==> src/mfm_defines.vh <==
`ifndef MFM_DEFINES_VH
`define MFM_DEFINES_VH

// Class letters
`define MFM_CLS_NONE  2'd0
`define MFM_CLS_F     2'd1
`define MFM_CLS_E     2'd2
`define MFM_CLS_U     2'd3

// Recovery classes
`define MFM_REC_NONE  2'd0
`define MFM_REC_AUTO  2'd1
`define MFM_REC_ACK   2'd2
`define MFM_REC_LOCK  2'd3

// Fault numbers
`define MFM_N_E10 7'd10
`define MFM_N_E11 7'd11
`define MFM_N_E14 7'd14
`define MFM_N_E15 7'd15
`define MFM_N_E16 7'd16
`define MFM_N_E39 7'd39
`define MFM_N_E40 7'd40
`define MFM_N_E42 7'd42
`define MFM_N_E80 7'd80
`define MFM_N_E87 7'd87
`define MFM_N_E89 7'd89
`define MFM_N_E97 7'd97
`define MFM_N_U10 7'd10
`define MFM_N_U30 7'd30
`define MFM_N_U31 7'd31
`define MFM_N_U32 7'd32
`define MFM_N_U33 7'd33
`define MFM_N_U34 7'd34
`define MFM_N_U35 7'd35
`define MFM_N_U41 7'd41
`define MFM_N_U43 7'd43
`define MFM_N_U44 7'd44
`define MFM_N_U45 7'd45
`define MFM_N_U46 7'd46
`define MFM_N_U47 7'd47
`define MFM_N_U48 7'd48
`define MFM_N_U49 7'd49
`define MFM_N_U50 7'd50
`define MFM_N_U51 7'd51
`define MFM_N_U52 7'd52
`define MFM_N_U55 7'd55
`define MFM_N_U56 7'd56
`define MFM_N_U58 7'd58
`define MFM_N_U59 7'd59

// Timing
`define MFM_CLK_HZ        100000000
`define MFM_CONC_S        4
`define MFM_DISP_MS       500
`define MFM_OSC_LIMIT     4'd8
`define MFM_TOGGLE_LIMIT  3'd3

`endif

==> src/mfm_monitor.v <==
// How it works
// - Display alternates class letter and two-digit number
// - Unknown-source output fault E10/E11, auto reset
// - Under 16 V and over 31 V, auto
// - Over 40 V is locking E16
// - Acknowledge held too long, local/cabinet, auto
// - Muting enable too long, cleared by acknowledge
// - Outputs not switching together lock E97
// - Invalid host command flagged U10, auto
// - Adjacent sensor order errors, six codes
// - Clearing order errors per set, both directions
// - Second muting signal within 4 s
// - Muting end with field interrupted U43
// - Restart refused without valid sensors U50
// - Field violated, single signal U51
// - Override time limit exceeded U55
// - Acknowledge with field broken, no sensor
// - Muting timeout raises fault, acknowledge recovers
`timescale 1ns/1ns
`include "mfm_defines.vh"

module mfm_monitor #(
  parameter CONC_CYCLES = `MFM_CONC_S * `MFM_CLK_HZ,
  parameter DISP_CYCLES = (`MFM_DISP_MS * (`MFM_CLK_HZ / 1000))
) (
  input  wire       CLK_SYS,
  input  wire       RST,
  input  wire       OUT_FAULT_A,
  input  wire       OUT_FAULT_B,
  input  wire       UNDER_16V,
  input  wire       OVER_31V,
  input  wire       OVER_40V,
  input  wire       ACK_LOCAL_LONG,
  input  wire       ACK_CABINET_LONG,
  input  wire       ENABLE_TOO_LONG,
  input  wire       ACK_PRESS,
  input  wire       MODE_INVALID,
  input  wire [3:0] MODE_SEL,
  input  wire [7:0] SWITCH_POS,
  input  wire       OUTPUT_MISMATCH,
  input  wire       CMD_INVALID,
  input  wire [3:0] SENSOR,
  input  wire       FIELD_BROKEN,
  input  wire       MUTING_ACTIVE,
  input  wire       RESTART_REQ,
  input  wire       OVERRIDE_EXPIRED,
  input  wire       MUTING_TIMEOUT,
  input  wire       PERMIT,
  output reg        SAFETY_OUTPUT_A,
  output reg        SAFETY_OUTPUT_B,
  output reg        FAULT_ACTIVE,
  output reg  [1:0] FAULT_CLASS,
  output reg  [6:0] FAULT_NUM,
  output reg  [1:0] FAULT_RECOVERY,
  output reg        SHOW_LETTER,
  output reg  [1:0] DISP_CLASS,
  output reg  [6:0] DISP_NUM
);

  reg        running;
  reg  [3:0] mode_ref;
  reg  [7:0] sw_ref;
  reg        lock_flag;
  reg  [1:0] lock_cls;
  reg  [6:0] lock_num;
  reg        ack_flag;
  reg  [6:0] ack_num;
  reg  [3:0] sens_q;
  reg        muting_q;
  reg  [31:0] conc_cnt;
  reg        conc_run;
  reg        conc_err;
  reg  [31:0] disp_cnt;
  reg        u10_flag;

  wire [3:0] rise = SENSOR & ~sens_q;
  wire [3:0] fall = ~SENSOR & sens_q;
  wire [3:0] osc_hit;
  wire [3:0] tog_hit;

  // Per-sensor oscillation and toggle counters
  genvar g;
  generate
    for (g = 0; g < 4; g = g + 1) begin : g_sens
      reg [3:0] osc_cnt;
      reg [2:0] tog_cnt;
      always @(posedge CLK_SYS) begin
        if (RST || MUTING_ACTIVE) begin
          osc_cnt <= 4'd0;
          tog_cnt <= 3'd0;
        end else begin
          if (rise[g] || fall[g]) begin
            if (osc_cnt != `MFM_OSC_LIMIT)
              osc_cnt <= osc_cnt + 4'd1;
          end else if (!SENSOR[g]) begin
            osc_cnt <= 4'd0;
          end
          if (fall[g] && tog_cnt != `MFM_TOGGLE_LIMIT)
            tog_cnt <= tog_cnt + 3'd1;
        end
      end
      assign osc_hit[g] = (osc_cnt == `MFM_OSC_LIMIT);
      assign tog_hit[g] = (tog_cnt == `MFM_TOGGLE_LIMIT);
    end
  endgenerate

  // Fault priority: lock, acknowledge class, then automatic
  reg       next_lock;
  reg [1:0] next_lcls;
  reg [6:0] next_lnum;
  reg       next_ack;
  reg [6:0] next_anum;
  reg       auto_on;
  reg [1:0] auto_cls;
  reg [6:0] auto_num;
  reg       u10_now;

  always @* begin
    next_lock = 1'b0;
    next_lcls = `MFM_CLS_E;
    next_lnum = 7'd0;
    if (OVER_40V) begin
      next_lock = 1'b1;
      next_lnum = `MFM_N_E16;
    end else if (MODE_INVALID) begin
      next_lock = 1'b1;
      next_lnum = `MFM_N_E80;
    end else if (running && MODE_SEL != mode_ref) begin
      next_lock = 1'b1;
      next_lnum = `MFM_N_E87;
    end else if (running && SWITCH_POS != sw_ref) begin
      next_lock = 1'b1;
      next_lnum = `MFM_N_E89;
    end else if (OUTPUT_MISMATCH) begin
      next_lock = 1'b1;
      next_lnum = `MFM_N_E97;
    end
    next_ack = 1'b0;
    next_anum = 7'd0;
    if (ENABLE_TOO_LONG) begin
      next_ack = 1'b1;
      next_anum = `MFM_N_E42;
    end else if (MUTING_TIMEOUT) begin
      next_ack = 1'b1;
      next_anum = `MFM_N_U58;
    end
    u10_now = CMD_INVALID;
    auto_on = 1'b1;
    auto_cls = `MFM_CLS_E;
    auto_num = 7'd0;
    if (OUT_FAULT_A)
      auto_num = `MFM_N_E10;
    else if (OUT_FAULT_B)
      auto_num = `MFM_N_E11;
    else if (UNDER_16V)
      auto_num = `MFM_N_E14;
    else if (OVER_31V)
      auto_num = `MFM_N_E15;
    else if (ACK_LOCAL_LONG)
      auto_num = `MFM_N_E39;
    else if (ACK_CABINET_LONG)
      auto_num = `MFM_N_E40;
    else begin
      auto_cls = `MFM_CLS_U;
      if (u10_flag)
        auto_num = `MFM_N_U10;
      else if (rise[1] && sens_q == 4'b0000)
        auto_num = `MFM_N_U30;
      else if (rise[2] && sens_q == 4'b0001)
        auto_num = `MFM_N_U31;
      else if (rise[3] && sens_q == 4'b0010)
        auto_num = `MFM_N_U32;
      else if (rise[0] && sens_q == 4'b0010)
        auto_num = `MFM_N_U47;
      else if (rise[1] && sens_q == 4'b0100)
        auto_num = `MFM_N_U48;
      else if (rise[2] && sens_q == 4'b1000)
        auto_num = `MFM_N_U49;
      else if (sens_q == 4'b1111 && (fall & 4'b1110) != 4'b0000)
        auto_num = `MFM_N_U33;
      else if (sens_q == 4'b1110 && (fall & 4'b1100) != 4'b0000)
        auto_num = `MFM_N_U34;
      else if (sens_q == 4'b1100 && fall[3])
        auto_num = `MFM_N_U35;
      else if (sens_q == 4'b0011 && fall[0])
        auto_num = `MFM_N_U44;
      else if (sens_q == 4'b0111 && (fall & 4'b0011) != 4'b0000)
        auto_num = `MFM_N_U45;
      else if (sens_q == 4'b1111 && fall[0] && SENSOR[3])
        auto_num = `MFM_N_U46;
      else if (conc_err)
        auto_num = `MFM_N_U41;
      else if (muting_q && !MUTING_ACTIVE && FIELD_BROKEN)
        auto_num = `MFM_N_U43;
      else if (RESTART_REQ && SENSOR[1:0] != 2'b11)
        auto_num = `MFM_N_U50;
      else if (FIELD_BROKEN && !MUTING_ACTIVE &&
               (SENSOR[0] ^ SENSOR[1]))
        auto_num = `MFM_N_U51;
      else if (|osc_hit)
        auto_num = `MFM_N_U52;
      else if (OVERRIDE_EXPIRED)
        auto_num = `MFM_N_U55;
      else if (ACK_PRESS && FIELD_BROKEN && SENSOR == 4'b0000)
        auto_num = `MFM_N_U56;
      else if (|tog_hit)
        auto_num = `MFM_N_U59;
      else
        auto_on = 1'b0;
    end
  end

  always @(posedge CLK_SYS) begin
    if (RST) begin
      running <= 1'b0;
      mode_ref <= 4'h0;
      sw_ref <= 8'h00;
      lock_flag <= 1'b0;
      lock_cls <= `MFM_CLS_NONE;
      lock_num <= 7'd0;
      ack_flag <= 1'b0;
      ack_num <= 7'd0;
      sens_q <= 4'h0;
      muting_q <= 1'b0;
      conc_cnt <= 32'h0;
      conc_run <= 1'b0;
      conc_err <= 1'b0;
      u10_flag <= 1'b0;
    end else begin
      // Configuration captured once, after reset release
      running <= 1'b1;
      if (!running) begin
        mode_ref <= MODE_SEL;
        sw_ref <= SWITCH_POS;
      end
      sens_q <= SENSOR;
      muting_q <= MUTING_ACTIVE;
      u10_flag <= u10_now;
      if (next_lock && !lock_flag) begin
        lock_flag <= 1'b1;
        lock_cls <= next_lcls;
        lock_num <= next_lnum;
      end
      // A new cause wins over an acknowledge in the same cycle
      if (next_ack) begin
        ack_flag <= 1'b1;
        ack_num <= next_anum;
      end else if (ACK_PRESS) begin
        ack_flag <= 1'b0;
      end
      if (SENSOR[1:0] == 2'b00 || SENSOR[1:0] == 2'b11) begin
        conc_run <= 1'b0;
        conc_cnt <= 32'h0;
        if (SENSOR[1:0] == 2'b00)
          conc_err <= 1'b0;
      end else if (!conc_run) begin
        conc_run <= 1'b1;
        conc_cnt <= 32'h0;
      end else if (conc_cnt == CONC_CYCLES - 1) begin
        conc_err <= 1'b1;
      end else begin
        conc_cnt <= conc_cnt + 32'h1;
      end
    end
  end

  // Outputs and alternating display
  always @(posedge CLK_SYS) begin
    if (RST) begin
      SAFETY_OUTPUT_A <= 1'b0;
      SAFETY_OUTPUT_B <= 1'b0;
      FAULT_ACTIVE <= 1'b0;
      FAULT_CLASS <= `MFM_CLS_NONE;
      FAULT_NUM <= 7'd0;
      FAULT_RECOVERY <= `MFM_REC_NONE;
      SHOW_LETTER <= 1'b1;
      DISP_CLASS <= `MFM_CLS_NONE;
      DISP_NUM <= 7'd0;
      disp_cnt <= 32'h0;
    end else begin
      FAULT_ACTIVE <= lock_flag | ack_flag | auto_on;
      if (lock_flag) begin
        FAULT_CLASS <= lock_cls;
        FAULT_NUM <= lock_num;
        FAULT_RECOVERY <= `MFM_REC_LOCK;
      end else if (ack_flag) begin
        FAULT_CLASS <= (ack_num == `MFM_N_U58) ? `MFM_CLS_U : `MFM_CLS_E;
        FAULT_NUM <= ack_num;
        FAULT_RECOVERY <= `MFM_REC_ACK;
      end else if (auto_on) begin
        FAULT_CLASS <= auto_cls;
        FAULT_NUM <= auto_num;
        FAULT_RECOVERY <= `MFM_REC_AUTO;
      end else begin
        FAULT_CLASS <= `MFM_CLS_NONE;
        FAULT_NUM <= 7'd0;
        FAULT_RECOVERY <= `MFM_REC_NONE;
      end
      // Any fault class forces both outputs off
      SAFETY_OUTPUT_A <= PERMIT & ~(lock_flag | ack_flag | auto_on);
      SAFETY_OUTPUT_B <= PERMIT & ~(lock_flag | ack_flag | auto_on);
      if (disp_cnt == DISP_CYCLES - 1) begin
        disp_cnt <= 32'h0;
        SHOW_LETTER <= ~SHOW_LETTER;
      end else begin
        disp_cnt <= disp_cnt + 32'h1;
      end
      DISP_CLASS <= FAULT_CLASS;
      DISP_NUM <= FAULT_NUM;
    end
  end

endmodule // mfm_monitor

==> config.mk <==
export PLATFORM = sky130hd
export DESIGN_NAME = mfm_monitor
export DESIGN_NICKNAME = d
export VERILOG_FILES = /design/src/mfm_monitor.v
export VERILOG_INCLUDE_DIRS = /design/src
export SDC_FILE = /design/constraint.sdc
export NUM_CORES = 1
export LEC_CHECK = 0
export ABC_AREA = 1
export BUFFER_PORTS_ARGS = -buffer_cell sky130_fd_sc_hd__buf_2
export CORE_MARGIN = 3
export CORE_UTILIZATION = 45
export DETAILED_ROUTE_END_ITERATION = 10
export HOLD_SLACK_MARGIN = 0.05
export PLACE_DENSITY = 0.65
export SLEW_MARGIN = 20
export SYNTH_ARGS = -nofsm -noshare
export SYNTH_HDL_FRONTEND = slang
export SYNTH_SLANG_ARGS = --single-unit
==> constraint.sdc <==
create_clock -name CLK_SYS -period 2.1 [get_ports CLK_SYS]
set_input_delay 0.42 -clock CLK_SYS [delete_from_list [all_inputs] [get_ports CLK_SYS]]
set_output_delay 0.42 -clock CLK_SYS [all_outputs]
set_load 0.1 [all_outputs]
# Yosys cells after proc, flatten, opt, wreduce, memory -nomap -nowiden
# Cells that the tools add are included.
# op_classes
mux	104
n_div	0
mul	0
n_lt_le_gt_ge	0
shift	0
eq_ne	41
addsub	10
n_bitwise	11
reduce_logical	54
# op_table
cell	n
$mux 6	29
$add 32x1->32 const B	2
$mux 7	8
$mux 1	50
$mux 4	12
$eq 32x26->1 const B	1
$eq 32x29->1 const B	1
$eq 4x4->1 const B	8
$logic_and 1x1->1	27
$add 4x1->4 const B	4
$ne 2x1->1 const B	8
$ne 4x4->1 const B	4
$add 3x1->3 const B	4
$eq 3x2->1 const B	4
$ne 3x2->1 const B	4
$reduce_bool 4->1	3
$mux 2	5
$and 4x4->4	2
$eq 4x2->1 const B	2
$eq 4x3->1 const B	2
$logic_not 4->1	2
$ne 8x8->1	1
$not 4->4	2
$reduce_and 2->1	4
other kinds (17)	31
# totals
inputBits	36
latch_bits	0
ff_bits	152
mem_count	0
rom_bits	0
ram_bits	0
output_inout_bits	24
wordCells	251

# Logic depth before layout (Yosys ltp)
# depth
ltp_word	32
mapped_depth	26
depth_no_buf	26

# Least setup slack after synthesis
# OpenSTA, ideal clock, no wires.
# synth_path
path_kind	reg-to-reg
from	register disp_cnt[0]
to	register disp_cnt[30]
required_ns	1.984
path_buffers	0
synth_period_minus_slack_ns	2.101
path_slack_ns	-0.001
stages_incl_launch_ff	19
t_arrival_ns	1.985
setup_time_ns	0.116
cell_sequence	dfxtp_1 ha_1 nand2_1 nor2_2 nand2_1 nor2_2 nand2_1 nor2_2 nand4_1 nor2_1 nand2_1 nor2_2 inv_2 nor2_2 inv_2 nor2_2 nand2_1 o21ai_1 a21oi_1
# synth_via
elab_chain_cells	2
word_cells_on_any_way	3
classes_between	add/sub (1); eq/ne (1); reduce/logical (1)
# synth_rtl
item	line	rtl
start: declaration	mfm_monitor.v:73	reg [31:0] disp_cnt;
start signal: assignment	mfm_monitor.v:306	disp_cnt <= disp_cnt + 32'h1;
branches (longest 2 deep; another with $add 32x1->32)	-	
# Several ways; the timed one is not identified.
# A chain may end at the register's enable or synchronous reset.

# Final worst setup path
# layout_path
from	register disp_cnt[0]
to	register disp_cnt[26]
# Same word-level chain as after synthesis.

==> results.toml <==
[routing]
dr.pass1.iters = 6
drc_errors = 0
wl_per_cell_um = 12.1
drtIter0Drc = 376
vias = 6858
via_per_inst = 4.83
ant_nets = 0
wl_um = 17100

[clock_tree]
worstSkewPairLatency_ps = 420
cts.sinks = 146
htree_levels = 4
cts_tree = "done"
cts_buffer_depth = 2
cts-buffers-inserted = 17
ctsRootBufferMaster = "clkbuf_16"
path_clk_slew_ps = 60

[sta]
fin_tns_setup_ps = -720
finClkSkew_ps = 5.66
fmax_mhz = 442
timing.hold.ws_ps = 203
hold_violations = 0
slew_headroom_pct = 67.8
slew_violations = 0
min_period_over_period_pct = 108
worst_pin_slew_ps = 482
layout_min_cycle_time_ps = 2260
fin_ws_ps = -160
grt_setup_unrepaired = "yes"
finalSetupViolCount = 11

[place]
gp_congestion = 0.867
dp_slack_ps = -195
dp_hpwl_um = 12100
post_dp_cell_area_um2 = 8390
io_buffers = 59

[synth]
ys_seq_elements = 146
synth_edf_count = 0
synth-warning-count = 0
synthArstFlopShare_pct = 0
synth_area_per_cell_um2 = 7.11
synth_nets = 1081
ys.flop_type = "dfxtp_1"
synth_seq_area_share_pct = 40.4
synthCells = 1017
syn_area_um2 = 7230
synth_cell_types = 44

[global_routing]
grt_max_degree = 22
antenna_found_initial = 1
grt_pass1_wl_um = 27700
grt_overflow = 0
track_usage_pct = 18.9
grt_pass1_vias = 6253

[run]
maxCapViolCount = 0

[setup_path]
arrival_ps = 2600
crit_family = "simple AND/OR/NAND/NOR gates"
path_max_fanout = 4
critPathLaunchType = "flop"
required_ps = 2440
critPathCaptureType = "flop"
path_cells = "ha_4, nand2_4, nor2_4, nand2_2, nor2_4, nand2_2, nor2_4, nand4_1, nor2_2, nand2_1, nor2_2, inv_2, buf_12, nor4_4, a21oi_1, a211oi_1"
crit_type = "reg -> reg"
crit_buf_inv = 2
slowest_delay_ps = 360
worst_path_max_delay_cell = "dfxtp_2"
crit_top_cell = "nor2_4"

[final_layout]
layout-area-overhead-vs-synth_pct = 33.4
num-fill-cells = 1383
antennaDiodeCount = 0
fin_util_pct = 62.3
drive_above_1_share_pct = 27.7
stdcell_area_um2 = 9650
final_nets = 1260

[floorplan]
fp.dieArea_um2 = 17600
core_um2 = 15500
die_w_um = 133
die_y_um = 133
rows = 45
initial_core_util_pct = 46.7
ioPinCount = 60

[outcome]
outcome = "finished, violations left"
violations = "negative setup slack"

[min_path]
hp-class = "in -> reg"

[power]
power_density_nw_per_um2 = 677
p_leak_nw = 4.13
ir_worst_vdd_uv = 579
## cell usage after synthesis, drive strengths merged (2+ instances only)
cell type  number  area share (%)
nand2         192              10
inv           169             8.8
dfxtp         146              40
nor2          146             8.1
a21oi          70             4.8
o21ai          54             3.7
nor3           42             3.4
nand3          41             3.0
ha             28             4.8
nand4          25             2.5
nor4           21             2.3
xnor2          14             1.7
clkbuf         12            0.62
or2            12             1.0
xor2           11             1.3
a211oi          9             1.0
a31oi           5            0.43
buf             4            0.28
nor3b           4            0.42
o21a            2            0.21
o31ai           2            0.21
## worst register-to-register path, delay by kind of cell, from the launching register on
family	cells	cell delay (ps)
simple gates	11	1210
flops	1	360
compound gates	2	270
buf+inv	2	200
fa+ha+maj	1	150
## cell usage in the layout (no fill, tap or decap), types with 3 or more instances in the layout
master      synthesis  routed
o21ai_0            51      48
nor2_1            136     126
inv_1             159     153
ha_2                0       4
buf_4               1     108
nor3_1             37      29
dfxtp_2             0      20
xnor2_1            14      14
buf_6               0       6
nor2_4              2      12
nand2_1           192     184
nand4_1            22      22
inv_2              10      14
o21ai_1             3       5
nor3b_1             4       3
nor3_2              3       8
dfxtp_1           146     124
nand3_2             2       8
nand2_2             0       6
a211oi_1            8       8
ha_1               28      18
a21oi_1            70      67
buf_2               1      59
xor2_1             11      10
nand3_1            39      33
clkbuf_16           0      17
a21oi_2             0       3
nor3_4              2       5
nor4_1             18      13
nor2_2              8       8
nor4_2              1       5
clkinv_4            0       4
a31oi_1             5       5
or2_2              11      11
nor4_4              2       3
clkinvlp_4          0       6
ha_4                0       6
## final cells by class
cell class | instances | area, um2 | share of cell area, %
Timing Repair inverter | 1 | 7.51 | 0.0778
Clock inverter | 12 | 135 | 1.40
Inverter | 170 | 644 | 6.68
Sequential cell | 146 | 2960 | 30.6
Tap cell | 211 | 264 | 2.74
Timing Repair Buffer | 175 | 1210 | 12.6
Clock buffer | 20 | 447 | 4.63
Multi-Input combinational cell | 685 | 3980 | 41.3
## through the flow
stage | instances | power (mW)
after floorplan | 1017 | 3.37
after global placement | 1356 | 3.56
after detailed placement | 1356 | 3.56
after CTS | 1405 | 6.55
after global routing | 1420 | 6.81
final | 1420 | 6.53
## routing by layer
layer	up-vias	track usage (%)	share of wire [%]
met3	18	5.10	3.8
met4	2	5.14	1.1
met5	-	0	0.12
met1	3083	24.8	48
li1	3638	-	-
met2	117	30.8	47
## worst paths after layout
| check | from | cells past startpoint | slack (ps) | to |
|---|---|---|---|---|
| setup / recovery | disp_cnt[0] | 16 | -160 | disp_cnt[26] |
| hold / removal | ENABLE_TOO_LONG | 2 | 200 | ack_num[4] |
| setup reg to reg | disp_cnt[0] | 16 | -160 | disp_cnt[26] |
| hold reg to reg | FAULT_NUM[6] | 2 | 420 | DISP_NUM[6] |
## cells by family after synthesis
| group | Yosys count | synth area share [%] |
|---|---|---|
| compound gates | 147 | 11.1 |
| xor+xnor | 25 | 3.03 |
| fa+ha+maj | 28 | 4.84 |
| buf+inv | 186 | 9.72 |
| flops | 146 | 40.4 |
| simple gates | 485 | 30.9 |
## state kept, by name, indices dropped and copies added (netlist names), 2 cells and up
signal,count
g_sens.osc_cnt,16
FAULT_NUM,7
sw_ref,8
FAULT_RECOVERY,2
DISP_CLASS,2
disp_cnt,32
ack_num,2
lock_num,6
mode_ref,4
FAULT_CLASS,2
DISP_NUM,7
sens_q,4
conc_cnt,32
g_sens.tog_cnt,12
## timing repair
action / 4_1_cts / 5_1_grt
endpoints found under the setup margin: 16 / 41
setup buffers: 17 / 15
resized for setup: 18 / 102
cloned: 0 / 1
hold buffers: 0 / 0
pin swaps: 6 / 36
## power by group
group	leakage, nW	total [mW]	switching [mW]	internal, mW
clock network	0.272	2.98	1.20	1.78
logic	2.66	0.654	0.436	0.218
registers	1.20	2.89	0.0478	2.84
total	4.13	6.53	1.69	4.84
Power figures use the tool's default switching activity.
